## config.mk

```make
export PLATFORM = sky130hd
export DESIGN_NAME = bridge_multisample_readout
export DESIGN_NICKNAME = d
export VERILOG_FILES = /design/src/rtl/bridge_ms_pkg.sv /design/src/rtl/bridge_multisample_readout.sv
export VERILOG_INCLUDE_DIRS = /design/src /design/src/rtl
export SDC_FILE = /design/constraint.sdc
export NUM_CORES = 1
export LEC_CHECK = 0
export ABC_CLOCK_PERIOD_IN_PS = 3600
export BUFFER_PORTS_ARGS = -buffer_cell sky130_fd_sc_hd__buf_2
export CAP_MARGIN = 20
export CELL_PAD_IN_SITES_DETAIL_PLACEMENT = 0
export CELL_PAD_IN_SITES_GLOBAL_PLACEMENT = 1
export CORE_AREA = 2 2 194 196
export DETAILED_ROUTE_END_ITERATION = 12
export DIE_AREA = 0 0 196 198
export GPL_TIMING_DRIVEN = 0
export PLACE_DENSITY_LB_ADDON = 0.2
export SKIP_CTS_REPAIR_TIMING = 1
export SLEW_MARGIN = 15
export SYNTH_ARGS = -nofsm -noshare
export SYNTH_HDL_FRONTEND = slang
export SYNTH_SLANG_ARGS = --single-unit
```

## constraint.sdc

```tcl
create_clock -name clk_i -period 3.6 [get_ports clk_i]
set_clock_uncertainty 0.1 [all_clocks]
set_input_delay 0.9 -clock clk_i [delete_from_list [all_inputs] [get_ports clk_i]]
set_output_delay 0.9 -clock clk_i [all_outputs]
set_load 0.1 [all_outputs]
```

## src/rtl/bridge_ms_cfg.svh

```systemverilog
// Offsets, field positions, reset values and timing counts of the readout block
`ifndef BRIDGE_MS_CFG_SVH
`define BRIDGE_MS_CFG_SVH
`define ADR_FLAGS   8'h00
`define ADR_SMP1    8'h04
`define ADR_SMP10   8'h28
`define ADR_RANGE   8'h2c
`define ADR_PERIOD  8'h30
`define ADR_COUNT   8'h34
`define ADR_IRQ_ST  8'h38
`define ADR_IRQ_MSK 8'h3c
`define BIT_INVALID 0
`define BIT_OPEN    1
`define BIT_NSYNC   2
`define RANGE_RST   8'h00
`define PERIOD_RST  8'h00
`define COUNT_RST   4'ha
`define COUNT_MIN   4'h3
`define COUNT_MAX   4'ha
`define PER_50US    8'h00
`define PER_100US   8'h01
`define CLK_NS      8
`define T50_NS      50000
`define T100_NS     100000
`define SETTLE_BUS  150
`define RESP_OKAY   2'b00
`define RESP_SLVERR 2'b10
`endif

```

## src/rtl/bridge_ms_pkg.sv

```systemverilog
// Types shared by the multisampling readout block
`default_nettype none
package bridge_ms_pkg;
    // One converter result
    typedef struct packed {
        logic        valid;
        logic        invalid;
        logic        open;
        logic [15:0] data;
    } conv_in_s;
    // Converter setup towards the analog front end
    typedef struct packed {
        logic       start;
        logic [2:0] gain;
        logic       extended;
    } conv_out_s;
    // Settling state, Gray order
    typedef enum logic [0:0] {
        SETTLE = 1'b0,
        RUN    = 1'b1
    } phase_e;
endpackage
`default_nettype wire

```

## src/rtl/bridge_multisample_readout.sv

```systemverilog
// Multisampling bridge readout with AXI4-Lite registers
//
// Local design decisions: the address map and the AXI4-Lite register port.
`include "bridge_ms_cfg.svh"
`default_nettype none
module bridge_multisample_readout #(
    parameter int P50_CYC  = (`T50_NS + `CLK_NS - 1) / `CLK_NS,
    parameter int P100_CYC = (`T100_NS + `CLK_NS - 1) / `CLK_NS
) (
    // Clock and reset
    input  wire logic                      clk_i,
    input  wire logic                      arst_n_i,
    // AXI4-Lite slave
    input  wire logic [7:0]                s_axi_awaddr,
    input  wire logic                      s_axi_awvalid,
    output logic                           s_axi_awready,
    input  wire logic [31:0]               s_axi_wdata,
    input  wire logic [3:0]                s_axi_wstrb,
    input  wire logic                      s_axi_wvalid,
    output logic                           s_axi_wready,
    output logic [1:0]                     s_axi_bresp,
    output logic                           s_axi_bvalid,
    input  wire logic                      s_axi_bready,
    input  wire logic [7:0]                s_axi_araddr,
    input  wire logic                      s_axi_arvalid,
    output logic                           s_axi_arready,
    output logic [31:0]                    s_axi_rdata,
    output logic [1:0]                     s_axi_rresp,
    output logic                           s_axi_rvalid,
    input  wire logic                      s_axi_rready,
    // Station bus cycle start
    input  wire logic                      cycle_sync_i,
    // Converter
    input  wire bridge_ms_pkg::conv_in_s   conv_i,
    output bridge_ms_pkg::conv_out_s       conv_o,
    // Interrupt and status
    output logic                           irq_o,
    output logic [7:0]                     module_state_flags_o
);
    // ****************
    // Register storage
    // ****************
    logic [7:0]  range_ff, nxt_range;
    logic [7:0]  period_ff, nxt_period;
    logic [3:0]  count_ff, nxt_count;
    logic [2:0]  irq_st_ff, nxt_irq_st;
    logic [2:0]  irq_msk_ff, nxt_irq_msk;
    logic [7:0]  flags_ff, nxt_flags;
    logic [15:0] smp_ff [10];
    logic [15:0] nxt_smp [10];
    logic [15:0] work_ff [10];
    logic [15:0] nxt_work [10];

    // ****************
    // Bus slave
    // ****************
    logic        aw_ff, nxt_aw, w_ff, nxt_w, bv_ff, nxt_bv, rv_ff, nxt_rv;
    logic [7:0]  awa_ff, nxt_awa;
    logic [31:0] wd_ff, nxt_wd;
    logic [3:0]  ws_ff, nxt_ws;
    logic [1:0]  br_ff, nxt_br, rr_ff, nxt_rr;
    logic [31:0] rd_ff, nxt_rd;
    logic        wr_go, rd_go, wr_hit, rd_hit;
    logic [31:0] rd_val;

    function automatic logic mapped(input logic [7:0] a);
        return a[1:0] == 2'b00 && a <= `ADR_IRQ_MSK;
    endfunction

    assign s_axi_awready = !aw_ff && !bv_ff;
    assign s_axi_wready  = !w_ff && !bv_ff;
    assign s_axi_arready = !rv_ff;
    assign s_axi_bvalid  = bv_ff;
    assign s_axi_bresp   = br_ff;
    assign s_axi_rvalid  = rv_ff;
    assign s_axi_rresp   = rr_ff;
    assign s_axi_rdata   = rd_ff;
    assign wr_go  = aw_ff && w_ff && !bv_ff;
    assign rd_go  = s_axi_arvalid && !rv_ff;
    assign wr_hit = wr_go && mapped(awa_ff) && ws_ff[0];
    assign rd_hit = rd_go && mapped(s_axi_araddr);

    always_comb begin
        rd_val = 32'h0000_0000;
        if (s_axi_araddr >= `ADR_SMP1 && s_axi_araddr <= `ADR_SMP10) begin
            rd_val = {16'h0000, smp_ff[4'((s_axi_araddr - `ADR_SMP1) >> 2)]};
        end
        unique case (s_axi_araddr)
            `ADR_FLAGS:   rd_val = {24'h00_0000, flags_ff};
            `ADR_RANGE:   rd_val = {24'h00_0000, range_ff};
            `ADR_PERIOD:  rd_val = {24'h00_0000, period_ff};
            `ADR_COUNT:   rd_val = {28'h000_0000, count_ff};
            `ADR_IRQ_ST:  rd_val = {29'h0000_0000, irq_st_ff};
            `ADR_IRQ_MSK: rd_val = {29'h0000_0000, irq_msk_ff};
            default: ;
        endcase
    end

    always_comb begin
        nxt_aw  = aw_ff;
        nxt_w   = w_ff;
        nxt_awa = awa_ff;
        nxt_wd  = wd_ff;
        nxt_ws  = ws_ff;
        nxt_bv  = bv_ff;
        nxt_br  = br_ff;
        nxt_rv  = rv_ff;
        nxt_rr  = rr_ff;
        nxt_rd  = rd_ff;
        if (s_axi_awvalid && s_axi_awready) begin
            nxt_aw  = 1'b1;
            nxt_awa = s_axi_awaddr;
        end
        if (s_axi_wvalid && s_axi_wready) begin
            nxt_w  = 1'b1;
            nxt_wd = s_axi_wdata;
            nxt_ws = s_axi_wstrb;
        end
        if (wr_go) begin
            nxt_aw = 1'b0;
            nxt_w  = 1'b0;
            nxt_bv = 1'b1;
            nxt_br = mapped(awa_ff) ? `RESP_OKAY : `RESP_SLVERR;
        end else if (bv_ff && s_axi_bready) begin
            nxt_bv = 1'b0;
        end
        if (rd_go) begin
            nxt_rv = 1'b1;
            nxt_rr = rd_hit ? `RESP_OKAY : `RESP_SLVERR;
            nxt_rd = rd_hit ? rd_val : 32'h0000_0000;
        end else if (rv_ff && s_axi_rready) begin
            nxt_rv = 1'b0;
        end
    end

    always_ff @(posedge clk_i or negedge arst_n_i) begin
        if (!arst_n_i) begin
            aw_ff  <= 1'b0;
            w_ff   <= 1'b0;
            awa_ff <= 8'h00;
            wd_ff  <= 32'h0000_0000;
            ws_ff  <= 4'h0;
            bv_ff  <= 1'b0;
            br_ff  <= `RESP_OKAY;
            rv_ff  <= 1'b0;
            rr_ff  <= `RESP_OKAY;
            rd_ff  <= 32'h0000_0000;
        end else begin
            aw_ff  <= nxt_aw;
            w_ff   <= nxt_w;
            awa_ff <= nxt_awa;
            wd_ff  <= nxt_wd;
            ws_ff  <= nxt_ws;
            bv_ff  <= nxt_bv;
            br_ff  <= nxt_br;
            rv_ff  <= nxt_rv;
            rr_ff  <= nxt_rr;
            rd_ff  <= nxt_rd;
        end
    end

    // ****************
    // Converter timing
    // ****************
    logic [13:0]          tmr_ff, nxt_tmr;
    logic [13:0]          per_len;
    logic                 per_bad;
    logic                 mis_ff, nxt_mis;
    logic [7:0]           settle_ff, nxt_settle;
    bridge_ms_pkg::phase_e phase_ff, nxt_phase;
    logic                 start;

    assign per_bad = period_ff > `PER_100US;
    assign per_len = (period_ff == `PER_100US) ? 14'(P100_CYC - 1) : 14'(P50_CYC - 1);
    assign start = cycle_sync_i || tmr_ff == 14'h0000;

    always_comb begin
        nxt_tmr    = start ? per_len : 14'(tmr_ff - 14'h0001);
        nxt_mis    = mis_ff;
        nxt_settle = settle_ff;
        nxt_phase  = phase_ff;
        if (cycle_sync_i) begin
            // alignment check at bus cycle start
            nxt_mis = tmr_ff != 14'h0000;
            if (settle_ff != 8'h00) begin
                nxt_settle = 8'(settle_ff - 8'h01);
            end
        end
        if (wr_hit && awa_ff == `ADR_PERIOD && wd_ff[7:0] != period_ff) begin
            nxt_settle = 8'(`SETTLE_BUS);
        end
        unique case (phase_ff)
            bridge_ms_pkg::SETTLE: if (nxt_settle == 8'h00) nxt_phase = bridge_ms_pkg::RUN;
            bridge_ms_pkg::RUN:    if (nxt_settle != 8'h00) nxt_phase = bridge_ms_pkg::SETTLE;
        endcase
    end

    always_ff @(posedge clk_i or negedge arst_n_i) begin
        if (!arst_n_i) begin
            tmr_ff    <= 14'h0000;
            mis_ff    <= 1'b1;
            settle_ff <= 8'(`SETTLE_BUS);
            phase_ff  <= bridge_ms_pkg::SETTLE;
        end else begin
            tmr_ff    <= nxt_tmr;
            mis_ff    <= nxt_mis;
            settle_ff <= nxt_settle;
            phase_ff  <= nxt_phase;
        end
    end

    // ****************
    // Sample collection
    // ****************
    logic [3:0] n_ff, nxt_n;
    logic       c_open_ff, nxt_c_open, c_bad_ff, nxt_c_bad;
    logic       nsync;
    logic       take;

    // no more than the configured count, ten at most
    assign take  = conv_i.valid && !cycle_sync_i && n_ff < count_ff;
    assign nsync = phase_ff == bridge_ms_pkg::SETTLE || per_bad || mis_ff;

    always_comb begin
        nxt_n      = n_ff;
        nxt_c_open = c_open_ff;
        nxt_c_bad  = c_bad_ff;
        nxt_work   = work_ff;
        nxt_smp    = smp_ff;
        nxt_flags  = flags_ff;
        if (take) begin
            nxt_work[n_ff] = conv_i.data;
            nxt_n          = 4'(n_ff + 4'h1);
            nxt_c_open     = c_open_ff || conv_i.open;
            nxt_c_bad      = c_bad_ff || conv_i.invalid;
        end
        if (cycle_sync_i) begin
            nxt_smp    = work_ff;
            // invalid if any bad or none taken
            nxt_flags[`BIT_INVALID] = c_bad_ff || n_ff == 4'h0;
            // open bit follows this cycle only
            nxt_flags[`BIT_OPEN]    = c_open_ff;
            nxt_n      = 4'h0;
            nxt_c_open = 1'b0;
            nxt_c_bad  = 1'b0;
        end
        nxt_flags[`BIT_NSYNC] = nsync;
        nxt_flags[7:3] = 5'h00;
    end

    always_ff @(posedge clk_i or negedge arst_n_i) begin
        if (!arst_n_i) begin
            n_ff      <= 4'h0;
            c_open_ff <= 1'b0;
            c_bad_ff  <= 1'b0;
            flags_ff  <= 8'h01;
            for (int i = 0; i < 10; i++) begin
                work_ff[i] <= 16'h0000;
                smp_ff[i]  <= 16'h0000;
            end
        end else begin
            n_ff      <= nxt_n;
            c_open_ff <= nxt_c_open;
            c_bad_ff  <= nxt_c_bad;
            flags_ff  <= nxt_flags;
            work_ff   <= nxt_work;
            smp_ff    <= nxt_smp;
        end
    end

    // ****************
    // Control and interrupt registers
    // ****************
    logic [2:0] ev;
    logic       nsync_d_ff;

    assign ev = {nsync && !nsync_d_ff, cycle_sync_i && c_open_ff, cycle_sync_i};

    always_comb begin
        nxt_range   = range_ff;
        nxt_period  = period_ff;
        nxt_count   = count_ff;
        nxt_irq_msk = irq_msk_ff;
        nxt_irq_st  = irq_st_ff;
        if (wr_hit) begin
            unique case (awa_ff)
                `ADR_RANGE:   nxt_range   = {5'h00, wd_ff[2:0]};
                `ADR_PERIOD:  nxt_period  = wd_ff[7:0];
                `ADR_COUNT:   nxt_count   = (wd_ff[3:0] < `COUNT_MIN) ? `COUNT_MIN :
                                            (wd_ff[3:0] > `COUNT_MAX) ? `COUNT_MAX : wd_ff[3:0];
                `ADR_IRQ_MSK: nxt_irq_msk = wd_ff[2:0];
                default: ;
            endcase
        end
        if (rd_hit && s_axi_araddr == `ADR_IRQ_ST) begin
            nxt_irq_st = 3'h0;
        end
        nxt_irq_st = nxt_irq_st | ev;
    end

    always_ff @(posedge clk_i or negedge arst_n_i) begin
        if (!arst_n_i) begin
            range_ff   <= `RANGE_RST;
            period_ff  <= `PERIOD_RST;
            count_ff   <= `COUNT_RST;
            irq_msk_ff <= 3'h0;
            irq_st_ff  <= 3'h0;
            nsync_d_ff <= 1'b1;
        end else begin
            range_ff   <= nxt_range;
            period_ff  <= nxt_period;
            count_ff   <= nxt_count;
            irq_msk_ff <= nxt_irq_msk;
            irq_st_ff  <= nxt_irq_st;
            nsync_d_ff <= nsync;
        end
    end

    // ****************
    // Outputs
    // ****************
    assign irq_o                = |(irq_st_ff & irq_msk_ff);
    assign module_state_flags_o = flags_ff;
    assign conv_o.start    = start;
    assign conv_o.gain     = range_ff[2:0];
    assign conv_o.extended = range_ff[2];

    // ****************
    // Assertions
    // ****************
    a_open_sets: assert property (@(posedge clk_i) disable iff (!arst_n_i)
        cycle_sync_i && c_open_ff |=> flags_ff[`BIT_OPEN])
        else $error("open bit not set");
    a_open_clears: assert property (@(posedge clk_i) disable iff (!arst_n_i)
        cycle_sync_i && !c_open_ff |=> !flags_ff[`BIT_OPEN])
        else $error("open bit not cleared");
    a_invalid_none: assert property (@(posedge clk_i) disable iff (!arst_n_i)
        cycle_sync_i && n_ff == 4'h0 |=> flags_ff[`BIT_INVALID])
        else $error("empty cycle not invalid");
    a_nsync_settle: assert property (@(posedge clk_i) disable iff (!arst_n_i)
        settle_ff != 8'h00 |=> flags_ff[`BIT_NSYNC])
        else $error("settling not flagged");
    a_nsync_clear: assert property (@(posedge clk_i) disable iff (!arst_n_i)
        !nsync |=> !flags_ff[`BIT_NSYNC])
        else $error("sync bit stuck");
    a_count_cap: assert property (@(posedge clk_i) disable iff (!arst_n_i)
        n_ff <= `COUNT_MAX && count_ff >= `COUNT_MIN && count_ff <= `COUNT_MAX)
        else $error("too many samples");
    a_period_50: assert property (@(posedge clk_i) disable iff (!arst_n_i)
        start && !cycle_sync_i && period_ff == `PER_50US |=> tmr_ff == 14'(P50_CYC - 1))
        else $error("50 us period wrong");
    a_period_100: assert property (@(posedge clk_i) disable iff (!arst_n_i)
        start && period_ff == `PER_100US |=> tmr_ff == 14'(P100_CYC - 1))
        else $error("100 us period wrong");
    a_reserved_zero: assert property (@(posedge clk_i) disable iff (!arst_n_i)
        flags_ff[7:3] == 5'h00)
        else $error("reserved bits set");
    a_gain_follow: assert property (@(posedge clk_i) disable iff (!arst_n_i)
        wr_hit && awa_ff == `ADR_RANGE |=> conv_o.gain == $past(wd_ff[2:0]))
        else $error("gain not applied");
    a_sample_latch: assert property (@(posedge clk_i) disable iff (!arst_n_i)
        cycle_sync_i |=> smp_ff[0] == $past(work_ff[0]))
        else $error("sample not latched");
endmodule
`default_nettype wire

```

==> results.cfg, run 1 <==
[global_route]
grt_pass1_wl_mm = 64.7
grt_pass1_vias = 11058
grt_usage = 0.219
grt-ovfl-total = 0
antenna_found_initial = 1
grt_max_degree = 108

[setup_path]
worstPathMaxFanout = 10
crit_buf_inv = 8
startpoint_type = primary input
r2r_cells = 8
crit_path_top_delay_cell = ha_2
cp.required_ps = 3940
slowest_delay_ps = 480
r2r-end = work_ff[62]$_DFFE_PN0P_
rrSetupSlack_ps = 490
crit_start = s_axi_araddr[2]
arrival_ps = 3820
reg2reg_from = count_ff[1]$_DFFE_PN1P_
worstSetupEndpointType = flip-flop
critPathKind = in2reg
path_depth = 13
path_cells = buf_2 -> clkbuf_4 -> buf_8 -> buf_6 -> buf_6 -> inv_1 -> ha_2 -> buf_2 -> mux4_2 -> inv_1 -> o22ai_1 -> a22oi_1 -> o21ai_0
path_delay_family = buffers and inverters
endpoint = s_axi_rdata[12]$_DFFE_PN0P_

[sta]
worst_slew_pin_slew_ps = 1050
fmax_mhz = 288
finalWorstSetupSlack_ps = 124
maxSlewViolCount = 0
period_needed_ps = 3480
fin_crit_sh = 0.966
maxSlewHeadroom = 0.301
hold_viol_final = 0
whs_ps = 145
setup_viol = 0

[power]
p_leak_uw = 0.0102
vdd_ir_drop_max_uv = 276
powerDensity_nw_per_um2 = 561

[cts]
clkLatencyLatePin_ps = 560
htree_levels = 2
numCtsBuffers = 44
cts-root-buf = clkbuf_16
clk_pin_slew_ps = 60
cts_tree = built
clkSinkCount = 414
cts_max_path_buffers = 3

[place]
gp_congestion = 0.815
dpl_cell_area_sq_um = 19300
dp_hpwl_mm = 28.2
dp_slack_ps = -1520
port_buffers = 83

[detailed_routing]
drt_wl_total_mm = 41.4
ant_nets = 0
vias_per_cell = 5.53
vias = 10625
first_pass_iters = 5
drt_iter0_markers = 570
drc = 0
drt-wirelength-per-cell_um = 21.5

[die]
die_h_um = 198
die_area_sq_um = 38800
die_w_um = 196
std_cell_rows = 71
coreArea_sq_um = 37000
ios = 134
initial_core_util = 0.489

[cells_and_area]
drive_gt1_frac = 0.452
post-route-util = 0.568
final_nets = 1507
design_area_sq_um = 21000
areaGrowthSynthToFinish_pct = 16.3

[yosys]
syn_inst = 1245
ys.warnings.count = 0
ys_seq_area_frac = 0.574
synth_seq_cells = 414
synth.distinct_cells = 66
synth-edff-count = 0
synth_area_per_cell_sq_um = 14.5
synth.cell_area_sq_um = 18100
async_flop_share = 1.00
synthFlopType = dfrtp_1

[run]
maxCapViolations = 0

[outcome]
status = finished, final reports clean

[hold_path]
hold_path.class = in2async
## sequential cells by signal (all words and copies together) (netlist names), 3 cells and up
register	count
awa_ff	8
count_ff	4
irq_msk_ff	3
irq_st_ff	3
module_state_flags_o	3
n_ff	4
period_ff	8
range_ff	3
s_axi_rdata	16
settle_ff	8
smp_ff	160
tmr_ff	14
wd_ff	8
work_ff	160
## report_power, final
| part | switching (uW) | internal [uW] | total [uW] |
|---|---|---|---|
| registers | 331 | 5050 | 5380 |
| logic | 1060 | 662 | 1720 |
| clock network | 1880 | 2790 | 4670 |
## cells by family after synthesis
kind of cell    after synthesis  synth area share
buf+inv                     128            0.0346
compound gates              116            0.0457
xor+xnor                     26            0.0126
simple gates                136            0.0485
fa+ha+maj                    15            0.0104
flops                       414             0.574
mux                         409             0.274
other cells                   1          0.000208
## Yosys cell counts, drive strengths merged, types with 14 or more instances
cell type / number / area (sq um)
a21oi: 17 / 85.1
buf: 52 / 339
clkbuf: 30 / 113
dfrtp: 405 / 10100
ha: 15 / 188
inv: 46 / 173
mux2: 354 / 3990
mux2i: 23 / 230
mux4: 32 / 721
nand2: 23 / 86.3
nor2: 29 / 109
o21ai: 23 / 115
o22ai: 14 / 87.6
xor2: 14 / 123
## metrics by stage
stage	power, uW	setup TNS [ps]	std cells
2_1_floorplan	6620	0	1267
3_3_place_gp	7110	-2711500	1824
3_5_place_dp	7160	-25390	1828
4_1_cts	11900	-13190	1908
5_1_grt	12300	-8.33	1921
6_report	11800	0	1922
## metal layers
metal  track usage  wire [um]  vias up
li1              -          -     4800
met1         0.312      19700     5576
met2         0.357      19500      197
met3        0.0315       1530       52
met4        0.0584        729        0
met5             0          0        -
## final cells by class
type,instances,area (sq um)
inverter,46,175
tap,474,593
buffer,80,489
multi-input combinational,726,7200
antenna,1,2.50
fill,3041,16000
sequential,414,10400
clock inverter,20,234
clock buffer,60,1280
timing repair buffer,101,656
## cells in the final DEF (no fill, tap or decap), types with 17 or more instances in the layout
cell / instances
a21oi_1: 17
buf_2: 94
buf_4: 46
clkbuf_1: 28
clkbuf_16: 44
conb_1: 23
dfrtp_1: 405
inv_1: 45
mux2_2: 353
mux2i_1: 20
mux4_2: 32
nand2_1: 23
nor2_1: 28
o21ai_0: 23
## worst min path at each step
stage / start / endpoint / slack [ps]
floorplan: tmr_ff[0]$_DFF_PN0_ / tmr_ff[0]$_DFF_PN0_ / 320
global placement: tmr_ff[0]$_DFF_PN0_ / tmr_ff[0]$_DFF_PN0_ / 340
detailed placement: tmr_ff[0]$_DFF_PN0_ / tmr_ff[0]$_DFF_PN0_ / 350
CTS: arst_n_i / settle_ff[3]$_DFF_PN0_ / 130
global route: arst_n_i / settle_ff[3]$_DFF_PN0_ / 160
finish: arst_n_i / settle_ff[3]$_DFF_PN0_ / 140
Note: power is estimated with default switching activity, not from simulation.
==> run 2: changes to the inputs <==
BUFFER_PORTS_ARGS = not set   (was -buffer_cell sky130_fd_sc_hd__buf_2)
CORE_AREA = 2 2 188 190   (was 2 2 194 196)
DIE_AREA = 0 0 190 192   (was 0 0 196 198)
DONT_BUFFER_PORTS = 1   (was not set)
==> results.cfg, run 2 (synthesized netlist as in run 1, its figures left out) <==
[outcome]
status = complete, but fails checks
violations = hold timing

[setup_path]
r2r-end = s_axi_rdata[9]$_DFFE_PN0P_
cp.required_ps = 2600
reg2reg_from = s_axi_rvalid$_DFFE_PN0P_
startpoint_type = flip-flop
worstPathMaxFanout = 8
path_cells = inv_1 -> ha_1 -> or3b_4 -> nor4_4 -> a31oi_4 -> inv_4 -> buf_12
crit_start = tmr_ff[0]$_DFF_PN0_
worstSetupEndpointType = output port
crit_path_top_delay_cell = or3b_4
arrival_ps = 2470
rrSetupSlack_ps = 300
critPathKind = reg2out
slowest_delay_ps = 430
r2r_cells = 5

[cts]
cts_tree = built
numCtsBuffers = 44
cts-root-buf = clkbuf_16
clk_pin_slew_ps = 60
clkSinkCount = 414
clkLatencyLatePin_ps = 560
htree_levels = 2
cts_max_path_buffers = 3

[detailed_routing]
wl_met2_mm = 19.2
ant_nets = 0
top_layer_used = met4
met1_length_mm = 18.0
drt_iter0_markers = 528
met3_length_mm = 1.86
drt-wirelength-per-cell_um = 21.9
first_pass_iters = 5
drt_wl_total_mm = 39.8
vias = 10291
drc = 0
vias_per_cell = 5.67

[global_route]
grt_max_degree = 415
grt_pass1_vias = 10677
antenna_found_initial = 0
grt_pass1_wl_mm = 62.7
grt-ovfl-total = 0
grt_usage = 0.226

[power]
switchingPower_uw = 3090
intPower_uw = 8480
vdd_ir_drop_max_uv = 474
finalPower_uw = 11600
powerDensity_nw_per_um2 = 567
pwr-share-clk = 0.401
pwr-share-comb = 0.124
pwr-share-seq = 0.475
p_sw_frac = 0.267
p_leak_uw = 0.00980

[die]
ios = 134
initial_core_util = 0.527
coreArea_sq_um = 34300
die_w_um = 190
std_cell_rows = 68
die_area_sq_um = 36500
die_h_um = 192

[sta]
setup_tns_ps = 0
setup_viol = 0
grt_setup_unrepaired = no
worst_slew_pin_slew_ps = 1390
maxSlewViolCount = 0
fmax_mhz = 288
hold_viol_final = 21
finalWorstSetupSlack_ps = 126
fin_crit_sh = 0.965
period_needed_ps = 3470
maxSlewHeadroom = 0.0753
whs_ps = -54.7

[place]
port_buffers = 0
gp_congestion = 0.826
dp_slack_ps = -1350
dp_hpwl_mm = 26.6

[cells_and_area]
final_common_cell = dfrtp_1
final_cell_mix = 405 x dfrtp_1, 353 x mux2_2, 45 x inv_1
n_antenna_cell = 0
drive_gt1_frac = 0.408
areaGrowthSynthToFinish_pct = 12.9
final-seq-area_sq_um = 10400
final_nets = 1418
multi_input_area_sq_um = 7180
fillCellCount = 2697

[hold_path]
hold_path.class = in2async

[run]
maxCapViolations = 0
==> run 2: how the worst max path moves through the flow <==
stage | to | slack [ps] | cells past startpoint
floorplan | s_axi_rdata[1]$_DFFE_PN0P_ | 70 | 13
global placement | s_axi_rdata[10]$_DFFE_PN0P_ | -1250 | 12
detailed placement | s_axi_rdata[9]$_DFFE_PN0P_ | -1350 | 12
CTS | s_axi_rdata[9]$_DFFE_PN0P_ | -790 | 12
global route | conv_o[4] | 2 | 7
finish | conv_o[4] | 130 | 7
==> run 2: per-layer routing <==
metal | GRT usage | vias to the layer above
met5 | 0 | -
met4 | 0.0555 | 0
met3 | 0.0449 | 55
met2 | 0.375 | 199
met1 | 0.308 | 5408
li1 | - | 4629
==> run 2: power groups by stage <==
stage,registers (uW),clock network (uW),logic (uW)
after CTS,5480,4740,1430
final,5490,4640,1430
after global routing,5530,4950,1570
after floorplan,5460,0,1170
after detailed placement,5560,0,1420
after global placement,5550,0,1350
==> run 2: worst max-delay path: cells and delay by family (launching register included) <==
| kind | cells | cell delay (ps) |
|---|---|---|
| simple gates | 2 | 770 |
| fa+ha+maj | 1 | 170 |
| buf+inv | 3 | 390 |
| compound gates | 1 | 190 |
| flops | 1 | 390 |
==> run 2: final cells by class <==
cell class | instances | share of cell area
buffer | 81 | 0.0242
clock buffer | 69 | 0.0640
clock inverter | 12 | 0.00933
inverter | 46 | 0.00859
multi-input combinational | 725 | 0.352
sequential | 414 | 0.509
tap | 455 | 0.0279
timing repair buffer | 12 | 0.00479
==> run 2: stage by stage <==
step	cells	util	hold WS, ps	cell area, sq um
floorplan	1267	-	321	18100
CTS	1807	0.591	-66.5	20300
global placement	1722	0.546	348	18700
global route	1814	0.594	-83.5	20400
detailed placement	1726	0.547	355	18800
finish	1814	0.594	-54.7	20400
